### src/design/sbcr_pkg.sv
// constants for the status and cell balance register block
// Functional notes
// - read-only status at 0x07, resets zero
// - bits 0/1 mirror discharge/charge FET drive
// - bit 2 shows power-save state
// - bit 3 shows interrupt pin asserted
// - bit 4 charger-off overcurrent flag pending
// - bit 5 charger-off power-down flag pending
// - bit 6 load-open flag pending
// - bit 7 short-current flag pending
// - upper balance register 0x08, cells 9-16
// - lower balance register 0x09, cells 1-8
// - any balance bit combination allowed
// - short flag cleared by zero write, gated; here a status write is ignored and short_flag_clear_i clears it
// - short delay done sets flag (only while short_irq_enable_i is high), FETs off
package sbcr_pkg;
  localparam logic [6:0] SBCR_ADDR_STATUS = 7'h07;
  localparam logic [6:0] SBCR_ADDR_BAL_UP = 7'h08;
  localparam logic [6:0] SBCR_ADDR_BAL_LO = 7'h09;
  localparam logic [7:0] SBCR_RST_VALUE   = 8'h00;
  localparam int SBCR_ST_DF   = 0;
  localparam int SBCR_ST_CF   = 1;
  localparam int SBCR_ST_PSV  = 2;
  localparam int SBCR_ST_INT  = 3;
  localparam int SBCR_ST_PSL  = 4;
  localparam int SBCR_ST_PSH  = 5;
  localparam int SBCR_ST_RRS  = 6;
  localparam int SBCR_ST_RSC  = 7;
  localparam int SBCR_FRAME_BITS = 16;
  localparam logic [4:0] SBCR_CNT_ZERO = 5'h00;
endpackage

### src/design/sbcr_top.sv
// status and cell balance register bank behind a mode-0 serial port
`timescale 1ns/1ps
module sbcr_top
  import sbcr_pkg::*;
(
  // clock and reset
  input  wire logic       clock_i,
  input  wire logic       srst_i,
  // serial host pins
  input  wire logic       spi_sclk_i,
  input  wire logic       spi_cs_n_i,
  input  wire logic       spi_mosi_i,
  output logic            spi_miso_o,
  output logic            spi_miso_oe_n_o,
  // mirrored device state
  input  wire logic       discharge_fet_drive_i,
  input  wire logic       charge_fet_drive_i,
  input  wire logic       power_save_flag_i,
  input  wire logic       irq_n_i,
  input  wire logic       charger_off_overcurrent_irq_i,
  input  wire logic       charger_off_powerdown_irq_i,
  input  wire logic       load_open_irq_flag_i,
  // short-current flag control
  input  wire logic       short_irq_enable_i,
  input  wire logic       short_delay_done_i,
  input  wire logic       short_flag_clear_i,
  // outputs
  output logic            short_irq_flag_o,
  output logic            fet_force_off_o,
  output logic [7:0]      balance_upper_bits_o,
  output logic [7:0]      balance_lower_bits_o
);
  // frame: bit15 write flag, 7 address bits, then 8 data bits, msb first
  // ==========================================================
  // pin synchronisers
  logic sclk_s, sclk_rise, sclk_fall;
  logic cs_n_s, cs_sel_s;
  logic mosi_s;
  logic [6:0] st_s;
  logic [6:0] st_raw;

  sbcr_sync u_sclk (.clock_i(clock_i), .srst_i(srst_i), .d_i(spi_sclk_i),
                    .q_o(sclk_s), .rise_o(sclk_rise), .fall_o(sclk_fall));
  // synced as select, so reset reads as deselected and miso stays released
  sbcr_sync u_cs (.clock_i(clock_i), .srst_i(srst_i), .d_i(~spi_cs_n_i),
                  .q_o(cs_sel_s), .rise_o(), .fall_o());
  assign cs_n_s = ~cs_sel_s;
  sbcr_sync u_mosi (.clock_i(clock_i), .srst_i(srst_i), .d_i(spi_mosi_i),
                    .q_o(mosi_s), .rise_o(), .fall_o());

  assign st_raw = {load_open_irq_flag_i, charger_off_powerdown_irq_i,
                   charger_off_overcurrent_irq_i, ~irq_n_i, power_save_flag_i,
                   charge_fet_drive_i, discharge_fet_drive_i};

  // state inputs come from another domain, so sync each bit
  genvar gi;
  generate
    for (gi = 0; gi < 7; gi++) begin : g_st
      sbcr_sync u_st (.clock_i(clock_i), .srst_i(srst_i), .d_i(st_raw[gi]),
                      .q_o(st_s[gi]), .rise_o(), .fall_o());
    end
  endgenerate

  // ==========================================================
  // serial shift engine
  logic [4:0]  bit_cnt_q;
  logic [15:0] shift_q;
  logic [7:0]  tx_q;
  logic        wr_frame;
  logic [6:0]  frame_addr;
  logic [7:0]  rd_data;
  logic [7:0]  status_word;
  logic        frame_done;

  assign frame_addr = shift_q[14:8];
  assign wr_frame   = shift_q[15];
  // last data bit sampled on this rise
  assign frame_done = sclk_rise & ~cs_n_s & (bit_cnt_q == 5'(SBCR_FRAME_BITS - 1));

  always_ff @(posedge clock_i) begin
    if (srst_i) begin
      bit_cnt_q <= SBCR_CNT_ZERO;
      shift_q   <= 16'h0000;
    end else if (cs_n_s) begin
      bit_cnt_q <= SBCR_CNT_ZERO;
    end else if (sclk_rise && bit_cnt_q != 5'(SBCR_FRAME_BITS)) begin
      shift_q   <= {shift_q[14:0], mosi_s};
      bit_cnt_q <= bit_cnt_q + 5'd1;
    end
  end

  // ==========================================================
  // short-current flag
  logic short_q;
  logic force_q;

  always_ff @(posedge clock_i) begin
    if (srst_i) begin
      short_q <= 1'b0;
      force_q <= 1'b0;
    end else begin
      if (!short_irq_enable_i) begin
        short_q <= 1'b0;
      end else if (short_delay_done_i) begin
        short_q <= 1'b1;
      end else if (short_flag_clear_i) begin
        short_q <= 1'b0;
      end
      force_q <= short_delay_done_i;
    end
  end

  assign short_irq_flag_o = short_q;
  assign fet_force_off_o  = force_q;

  assign status_word = {short_q, st_s[6:0]};

  // ==========================================================
  // balance registers
  logic [7:0] bal_up_q;
  logic [7:0] bal_lo_q;
  logic [6:0] wr_addr;
  logic [7:0] wr_data;

  assign wr_addr = shift_q[13:7];
  assign wr_data = {shift_q[6:0], mosi_s};

  // header bit order: write flag first, then address
  logic hdr_wr;
  assign hdr_wr = shift_q[14];

  always_ff @(posedge clock_i) begin
    if (srst_i) begin
      bal_up_q <= SBCR_RST_VALUE;
      bal_lo_q <= SBCR_RST_VALUE;
    end else if (frame_done && hdr_wr) begin
      if (wr_addr == SBCR_ADDR_BAL_UP) begin
        bal_up_q <= wr_data;
      end
      if (wr_addr == SBCR_ADDR_BAL_LO) begin
        bal_lo_q <= wr_data;
      end
    end
  end

  // each bit drives its own switch, no interlock
  assign balance_upper_bits_o = bal_up_q;
  assign balance_lower_bits_o = bal_lo_q;

  // ==========================================================
  // read path
  always_comb begin
    unique case (shift_q[6:0])
      SBCR_ADDR_STATUS: rd_data = status_word;
      SBCR_ADDR_BAL_UP: rd_data = bal_up_q;
      SBCR_ADDR_BAL_LO: rd_data = bal_lo_q;
      default:          rd_data = 8'h00;
    endcase
  end

  logic miso_q;
  logic oe_n_q;

  // data shifts out on falling edges after the 8 header bits
  always_ff @(posedge clock_i) begin
    if (srst_i) begin
      tx_q   <= 8'h00;
      miso_q <= 1'b0;
      oe_n_q <= 1'b1;
    end else if (cs_n_s) begin
      oe_n_q <= 1'b1;
      miso_q <= 1'b0;
    end else begin
      oe_n_q <= 1'b0;
      if (sclk_fall && bit_cnt_q == 5'd8) begin
        tx_q   <= {rd_data[6:0], 1'b0};
        miso_q <= rd_data[7];
      end else if (sclk_fall && bit_cnt_q > 5'd8) begin
        miso_q <= tx_q[7];
        tx_q   <= {tx_q[6:0], 1'b0};
      end
    end
  end

  assign spi_miso_o      = miso_q;
  assign spi_miso_oe_n_o = oe_n_q;

  // ==========================================================
  // checks
  AST_BAL_WRITE: assert property (@(posedge clock_i) disable iff (srst_i)
    frame_done && hdr_wr && wr_addr == SBCR_ADDR_BAL_UP |=> bal_up_q == $past(wr_data))
    else $error("upper balance write lost");
  AST_BAL_LO: assert property (@(posedge clock_i) disable iff (srst_i)
    frame_done && hdr_wr && wr_addr == SBCR_ADDR_BAL_LO |=> bal_lo_q == $past(wr_data))
    else $error("lower balance write lost");
  AST_BAL_HOLD: assert property (@(posedge clock_i) disable iff (srst_i)
    !frame_done |=> $stable(bal_up_q) && $stable(bal_lo_q))
    else $error("balance changed without write");
  AST_SC_SET: assert property (@(posedge clock_i) disable iff (srst_i)
    short_irq_enable_i && short_delay_done_i |=> short_q && force_q)
    else $error("short flag or fet kill missing");
  AST_SC_GATE: assert property (@(posedge clock_i) disable iff (srst_i)
    !short_irq_enable_i |=> !short_q)
    else $error("short flag set while disabled");
  AST_SC_CLR: assert property (@(posedge clock_i) disable iff (srst_i)
    short_q && short_flag_clear_i && !short_delay_done_i |=> !short_q)
    else $error("short flag not cleared");
  AST_ST_MSB: assert property (@(posedge clock_i) disable iff (srst_i)
    !$past(short_irq_enable_i) |-> !status_word[SBCR_ST_RSC])
    else $error("status bit 7 set while disabled");
  AST_ST_CF: assert property (@(posedge clock_i) disable iff (srst_i)
    $rose(charge_fet_drive_i) ##3 charge_fet_drive_i |-> status_word[SBCR_ST_CF])
    else $error("status cf late");
  AST_ST_DF_OFF: assert property (@(posedge clock_i) disable iff (srst_i)
    $fell(discharge_fet_drive_i) ##3 !discharge_fet_drive_i |-> !status_word[SBCR_ST_DF])
    else $error("status df stuck on");
  AST_ST_PSV: assert property (@(posedge clock_i) disable iff (srst_i)
    $rose(power_save_flag_i) ##3 power_save_flag_i |-> status_word[SBCR_ST_PSV])
    else $error("status psv late");
  AST_ST_PSL: assert property (@(posedge clock_i) disable iff (srst_i)
    $rose(charger_off_overcurrent_irq_i) ##3 charger_off_overcurrent_irq_i |-> status_word[SBCR_ST_PSL])
    else $error("status bit 4 late");
  AST_ST_PSH: assert property (@(posedge clock_i) disable iff (srst_i)
    $rose(charger_off_powerdown_irq_i) ##3 charger_off_powerdown_irq_i |-> status_word[SBCR_ST_PSH])
    else $error("status bit 5 late");
  AST_ST_RRS: assert property (@(posedge clock_i) disable iff (srst_i)
    $rose(load_open_irq_flag_i) ##3 load_open_irq_flag_i |-> status_word[SBCR_ST_RRS])
    else $error("status bit 6 late");
  AST_ST_NOWR: assert property (@(posedge clock_i) disable iff (srst_i)
    frame_done && hdr_wr && wr_addr == SBCR_ADDR_STATUS |=> $stable(bal_up_q) && $stable(bal_lo_q))
    else $error("status write touched balance");
  AST_FET_KILL: assert property (@(posedge clock_i) disable iff (srst_i)
    short_delay_done_i |=> fet_force_off_o)
    else $error("fet kill missing");
  AST_MISO_IDLE: assert property (@(posedge clock_i) disable iff (srst_i)
    cs_n_s |=> spi_miso_oe_n_o)
    else $error("miso driven while deselected");
  AST_ST_DF: assert property (@(posedge clock_i) disable iff (srst_i)
    $rose(discharge_fet_drive_i) ##3 discharge_fet_drive_i |-> status_word[SBCR_ST_DF])
    else $error("status df late");
  AST_ST_INT: assert property (@(posedge clock_i) disable iff (srst_i)
    $fell(irq_n_i) ##3 !irq_n_i |-> status_word[SBCR_ST_INT])
    else $error("status int late");
endmodule

### src/design/sbcr_sync.sv
// two-flop synchroniser with edge outputs
`timescale 1ns/1ps
module sbcr_sync (
  // clock and reset
  input  wire logic clock_i,
  input  wire logic srst_i,
  // async level in
  input  wire logic d_i,
  // synced level and edges
  output logic      q_o,
  output logic      rise_o,
  output logic      fall_o
);
  logic meta_q;
  logic sync_q;
  logic last_q;

  always_ff @(posedge clock_i) begin
    if (srst_i) begin
      meta_q <= 1'b0;
      sync_q <= 1'b0;
      last_q <= 1'b0;
    end else begin
      meta_q <= d_i;
      sync_q <= meta_q;
      last_q <= sync_q;
    end
  end

  assign q_o    = sync_q;
  assign rise_o = sync_q & ~last_q;
  assign fall_o = ~sync_q & last_q;
endmodule

### config.mk
export PLATFORM = sky130hd
export DESIGN_NAME = sbcr_top
export DESIGN_NICKNAME = d
export VERILOG_FILES = /design/src/design/sbcr_pkg.sv /design/src/design/sbcr_top.sv /design/src/design/sbcr_sync.sv
export SDC_FILE = /design/constraint.sdc
export NUM_CORES = 1
export LEC_CHECK = 0
export BUFFER_PORTS_ARGS = -buffer_cell sky130_fd_sc_hd__clkbuf_2
export CAP_MARGIN = 20
export CORE_UTILIZATION = 60
export DETAILED_ROUTE_END_ITERATION = 16
export GPL_TIMING_DRIVEN = 0
export PLACE_DENSITY = 0.85
export SYNTH_ARGS = -nofsm -noshare
export SYNTH_HDL_FRONTEND = slang
export SYNTH_SLANG_ARGS = --single-unit
### constraint.sdc
create_clock -name clock_i -period 4.5 [get_ports clock_i]
set_input_delay 0.675 -clock clock_i [delete_from_list [all_inputs] [get_ports clock_i]]
set_output_delay 0.675 -clock clock_i [all_outputs]
set_load 0.02 [all_outputs]
==> results_dict.tcl, run 1 <==
set metrics [dict create \
    outcome "complete, no violations" \
    criticalPathCategory "reg2reg" \
    grt_max_degree 14 \
    crit_path_end_kind "register" \
    grt_pass1_wl_mm 7.79 \
    yosysWarnings 0 \
    gp_congestion 0.777 \
    grt_overflow 0 \
    hold_buffers 0 \
    synth_edf_count 0 \
    cpMostUsedCell "ha_1" \
    viasPerCell 5.51 \
    groute.usage.overall_pct 24.1 \
    num_antenna_cells 0 \
    port_buffers 34 \
    rows 23 \
    post-place-cells 327 \
    startpoint_type "register" \
    netlist_area_um2 2620 \
    irDropWorstVdd_v 0.000282 \
    drt-total-wl_mm 4.99 \
    fp.dieW_um 68.0 \
    yosysTopAreaCell "dfxtp_1" \
    die_area_um2 4630 \
    drt_first_iter_violations 90 \
    clk_latency_ns 0.35 \
    maxCapViolCount 0 \
    synth_cells 243 \
    worstMarginPinSlew_ns 0.618 \
    synthTopCellsByCount "68 x dfxtp_1, 40 x nor2_1, 30 x mux2i_1" \
    grt.met3_usage_pct 7.50 \
    postCtsResizedCells 0 \
    drc_errors 0 \
    slew_headroom_pct 58.6 \
    cts_max_level 3 \
    synth.distinct_cells 40 \
    use_met2_pct 38.1 \
    core_area_um2 4090 \
    postRouteAntennaNets 0 \
    synth_ff_type "dfxtp_1" \
    crit_fanout 8 \
    grt_pass1_vias 1674 \
    crit_path_max_incr_delay_ns 0.40 \
    clkTransAtPathRegs_ns 0.07 \
    root_buffer "clkbuf_8" \
    min_period_ns 1.97 \
    nNetsFinal 306 \
    cp_data_arrival_time_ns 2.19 \
    worstHoldPathType "reg2reg" \
    crit_chain "ha_1 > and3_1 > ha_1 > and4bb_2 > nand4_2 > mux2i_1 > nor2_1" \
    leakagePower_nw 1.45 \
    syn_avg_cell_area_um2 10.8 \
    route.vias.total 1891 \
    finClkSkew_ns 0.00834 \
    synth.top_cells.by_area "dfxtp_1 52%, mux2i_1 11%, nor2_1 5.7%" \
    slowest_stage "dfxtp_1" \
    powerDensity_nw_per_um2 396 \
    layout.cells.non_filler 343 \
    fin_setup_tns_ns 0 \
    syn_nets 261 \
    slew_viol_final 0 \
    cts_tree "done" \
    postLayoutCellArea_um2 3080 \
    start_util_pct 64.0 \
    finalSetupViolations 0 \
    place_area_um2 2850 \
    cts_max_path_buffers 2 \
    yosysMostFrequentCell "dfxtp_1" \
    dr.pass1.iters 4 \
    dieHeight_um 68.0 \
    hold_violations 0 \
    yosys_register_bits 68 \
    met1_usage_pct 28.4 \
    async_flop_share_pct 0 \
    rsz0062_at_grt "false" \
    syn2layout_area_growth_pct 17.7 \
    critPathRequiredTime_ns 4.72 \
    io_pins 35 \
    drive_gt1_share_pct 24.6 \
    finalCritPeriodShare_pct 43.8 \
    cts_sinks 68 \
    top_usage_layer "met2" \
    antenna_found_initial 0 \
    postCtsSetupRepairBufs 0 \
    hpwlAfterDp_mm 3.44 \
    cts_made_buffers 9 \
    synth_top_area_share_pct 52.0 \
    fmax_mhz 508 \
    seq_area_frac_synth_pct 52.0 \
    wire_per_inst_um 14.5 \
]
==> metrics by stage <==
| stage | power (mW) | hold WS, ns | utilization, % | setup WS, ns |
|---|---|---|---|---|
| 6_report | 1.22 | 0.442 | 75.4 | 2.53 |
| 5_1_grt | 1.26 | 0.459 | 75.4 | 2.38 |
| 4_1_cts | 1.23 | 0.449 | 75.4 | 2.52 |
| 3_5_place_dp | 0.661 | 0.427 | 69.7 | 2.54 |
| 3_3_place_gp | 0.659 | 0.416 | 69.7 | 2.59 |
| 2_1_floorplan | 0.647 | 0.414 | - | 2.80 |
==> worst max-delay path, delay by kind of cell (launching register included) <==
| kind | cells | cell delay (ns) |
|---|---|---|
| multiplexers | 1 | 0.27 |
| flip-flops | 1 | 0.40 |
| AND/OR/NAND/NOR | 4 | 0.84 |
| adder cells (fa/ha/maj) | 2 | 0.33 |
==> state kept, by name, indices dropped and copies added, names as in the netlist, 5 cells and up <==
register              cells
bit_cnt_q                 5
tx_q                      7
balance_upper_bits_o      8
balance_lower_bits_o      8
shift_q                  15
g_st.u_st.meta_q          7
g_st.u_st.q_o             7
==> power by group <==
part           switching (mW)  internal [mW]  total (mW)
Sequential            0.00350          0.611       0.615
Clock                   0.242          0.333       0.575
Combinational          0.0182         0.0136      0.0318
==> cell type report <==
class / count / area, um^2
Fill cell: 281 / 1010
Clock inverter: 6 / 93.8
Sequential cell: 68 / 1360
Buffer: 11 / 65.1
Multi-Input combinational cell: 160 / 1170
Timing Repair Buffer: 34 / 170
Clock buffer: 10 / 138
Inverter: 4 / 15.0
Tap cell: 50 / 62.6
==> cells by family (layout without fill, tap and decap cells) <==
family	Yosys count	after routing	synth area share (%)
buffers and inverters	15	65	3.06
xor gates and xnor gates	3	3	1.00
muxes	38	38	14.9
adders and majority gates	3	3	1.43
DFF	68	68	52.0
and+or+nand+nor	86	86	19.5
AOI/OAI and AO/OA	30	30	8.03
==> cell usage in the layout, fill, tap and decap left out, drive strengths merged, types with 2 or more instances in the layout <==
cell type | netlist | layout
a21oi | 4 | 4
a22oi | 8 | 8
a32oi | 6 | 6
and2b | 2 | 2
and4b | 2 | 2
buf | 5 | 5
bufinv | 0 | 2
clkbuf | 6 | 50
dfxtp | 68 | 68
ha | 3 | 3
inv | 4 | 7
mux2 | 8 | 8
mux2i | 30 | 30
nand2 | 2 | 2
nand3 | 3 | 3
nand4 | 4 | 4
nand4bb | 2 | 2
nor2 | 40 | 40
nor2b | 22 | 22
nor3b | 2 | 2
o21ai | 7 | 7
xor2 | 2 | 2
==> per-layer routing <==
metal	wire length [um]	vias up
met2	2400	33
met3	165	11
li1	-	939
met1	2300	908
met5	0	-
met4	118	0
==> path summary, 6_finish.rpt <==
kind,from,endpoint,slack [ns],cells past startpoint
hold reg to reg,g_st[0].u_st.meta_q$_SDFF_PP0_,g_st[0].u_st.q_o$_SDFF_PP0_,0.44,1
setup / recovery,bit_cnt_q[0]$_SDFFE_PP0P_,balance_lower_bits_o[3]$_SDFFE_PP0P_,2.53,7
hold / removal,g_st[0].u_st.meta_q$_SDFF_PP0_,g_st[0].u_st.q_o$_SDFF_PP0_,0.44,1
setup reg to reg,bit_cnt_q[0]$_SDFFE_PP0P_,balance_lower_bits_o[3]$_SDFFE_PP0P_,2.53,7
Note: power is estimated with default switching activity, not from simulation.
==> run 2: changes to the inputs <==
CORE_UTILIZATION = 51   (was 60)
PLACE_DENSITY = 0.77   (was 0.85)
clock period = 1.7 ns   (was 4.5 ns; I/O delays follow)
==> run 2 against run 1 <==
  * The flow now finishes with violations (setup timing)
  * Non-clock buffer count increased by 6
  * First-iteration DRC count rose by 22%
  * Setup slack got worse by 2.6 ns
  * Wire length up 2.5%
  * Fmax is 11% higher
  * Cell count increased by 6.4%
  * Utilization is 9.5 points lower
  * Clock skew is 0.0013 ns lower
  * Sequential cell count unchanged
  * Critical endpoint is now balance_upper_bits_o[0]$_SDFFE_PP0P_
==> results_dict.tcl, run 2 (synthesis gave the netlist of run 1 again) <==
set metrics [dict create \
    outcome "finished with violations" \
    violations "setup timing" \
    start_util_pct 54.3 \
    route.vias.total 1863 \
    maxCapViolCount 0 \
    slew_viol_final 0 \
    port_buffers 34 \
    cts_max_level 3 \
    share_comb_of_total_power_pct 2.9 \
    cpMostUsedCell "ha_4" \
    postRouteAntennaNets 0 \
    finalCritPeriodShare_pct 104 \
    grt_pass1_wl_mm 8.25 \
    crit_path_end_kind "register" \
    die_area_um2 5420 \
    cts_max_path_buffers 2 \
    dieHeight_um 73.6 \
    cts_sinks 68 \
    root_buffer "clkbuf_8" \
    core_area_um2 4820 \
    irDropWorstVdd_v 0.000637 \
    r2r_cells 7 \
    worstHoldPathCells 2 \
    dr.pass1.iters 4 \
    grt_pass1_vias 1722 \
    worstHoldPathType "in2reg" \
    layout.cells.non_filler 365 \
    criticalPathCategory "reg2reg" \
    syn2layout_area_growth_pct 21.3 \
    gp_congestion 0.789 \
    cp_data_arrival_time_ns 1.99 \
    antenna_found_initial 0 \
    cts_made_buffers 9 \
    place_area_um2 2870 \
    p_int_mw 2.36 \
    critPathRequiredTime_ns 1.92 \
    fp.dieW_um 73.6 \
    powerDensity_nw_per_um2 944 \
    fin_ws_ns -0.0675 \
    finalSetupViolations 16 \
    regMostFlops "shift_q" \
    drive_gt1_share_pct 28.5 \
    worstMarginPinSlew_ns 0.587 \
    clkTransAtPathRegs_ns 0.07 \
    clkPwrFrac_pct 42.9 \
    post-place-cells 344 \
    final_common_cell "dfxtp_1" \
    min_period_ns 1.77 \
    crit_fanout 8 \
    switchingPower_mw 0.642 \
    clk_latency_ns 0.34 \
    cts_tree "done" \
    io_pins 35 \
    viasPerCell 5.10 \
    grt_overflow 0 \
    num_antenna_cells 0 \
    slowest_stage "dfxtp_2" \
    wire_per_inst_um 14.0 \
    rsz0062_at_grt "true" \
    finalPower_mw 3.00 \
    groute.usage.overall_pct 20.8 \
    hpwlAfterDp_mm 3.48 \
    grt_max_degree 12 \
    finClkSkew_ns 0.00705 \
    p_sw_share_pct 21.4 \
    postLayoutCellArea_um2 3170 \
    fmax_mhz 566 \
    crit_chain "ha_4 > and3_4 > ha_4 > and4bb_2 > nand4_4 > mux2i_1 > nor2_1" \
    largest_reg_flops 15 \
    startpoint_type "register" \
    drt_first_iter_violations 110 \
    drc_errors 0 \
    final_cell_mix "66 x dfxtp_1, 40 x nor2_1, 34 x clkbuf_2" \
    seqPwrFrac_pct 54.3 \
    leakagePower_nw 1.44 \
    crit_path_max_incr_delay_ns 0.35 \
    hold_violations 0 \
    slew_headroom_pct 60.7 \
    nNetsFinal 312 \
    rows 25 \
    drt-total-wl_mm 5.11 \
]
## run 2: cell count changes in the layout (fill, tap and decap cells not counted), sizes merged
cell    previous run  this run
inv                7         4
bufinv             2         1
buf                5        11
clkinv             0         3
## run 2: final cells by class
class / count / area, um^2
sequential: 68 / 1360
clock buffer: 10 / 138
timing repair buffer: 40 / 215
fill: 401 / 1640
inverter: 4 / 15.0
multi-input combinational: 160 / 1240
clock inverter: 5 / 52.6
tap: 67 / 83.8
buffer: 11 / 65.1
## run 2: routing by layer
metal	wire length (um)	share of wire, %	global-route usage [%]
met4	76	1.5	11.3
met3	190	3.7	4.53
met1	2370	46	26.9
met2	2480	48	32.2
met5	0	0	0
## run 2: through the flow
step	hold WS, ns	worst slack [ns]	TNS, ns	utilization, %
floorplan	0.322	0.00456	0	-
global placement	0.406	-0.215	-3.29	59.6
detailed placement	0.409	-0.252	-3.76	59.6
CTS	0.0452	-0.0419	-0.601	65.0
global route	0.0419	-0.119	-2.35	65.9
finish	0.0509	-0.0675	-0.394	65.9
## run 2: repair_timing
item / 4_1_cts / 5_1_grt
pin swaps: 2 / 8
gates resized for setup: 9 / 4
cloned: 0 / 0
hold buffers: 0 / 0
endpoints found under the setup margin: 16 / 34
buffers inserted: 3 / 3
## run 2: power groups by stage
stage	Clock (mW)	Sequential (mW)	Combinational, mW
global route	1.37	1.63	0.0953
detailed placement	0	1.66	0.0845
finish	1.28	1.63	0.0855
CTS	1.31	1.63	0.0857
global placement	0	1.66	0.0839
floorplan	0	1.66	0.0486
## run 2: path summary, 6_finish.rpt
path	slack [ns]	from	to
worst max-delay path	-0.07	bit_cnt_q[0]$_SDFFE_PP0P_	balance_upper_bits_o[0]$_SDFFE_PP0P_
worst min-delay path	0.05	irq_n_i	g_st[3].u_st.meta_q$_SDFF_PP0_
worst min register to register	0.44	g_st[5].u_st.meta_q$_SDFF_PP0_	g_st[5].u_st.q_o$_SDFF_PP0_
worst max register to register	-0.07	bit_cnt_q[0]$_SDFFE_PP0P_	balance_upper_bits_o[0]$_SDFFE_PP0P_
## run 2: worst max-delay path: cells and delay by family, from the launching register on
| kind | cells | cell delay [ns] |
|---|---|---|
| adders and majority gates | 2 | 0.25 |
| muxes | 1 | 0.26 |
| DFF | 1 | 0.35 |
| and+or+nand+nor | 4 | 0.77 |
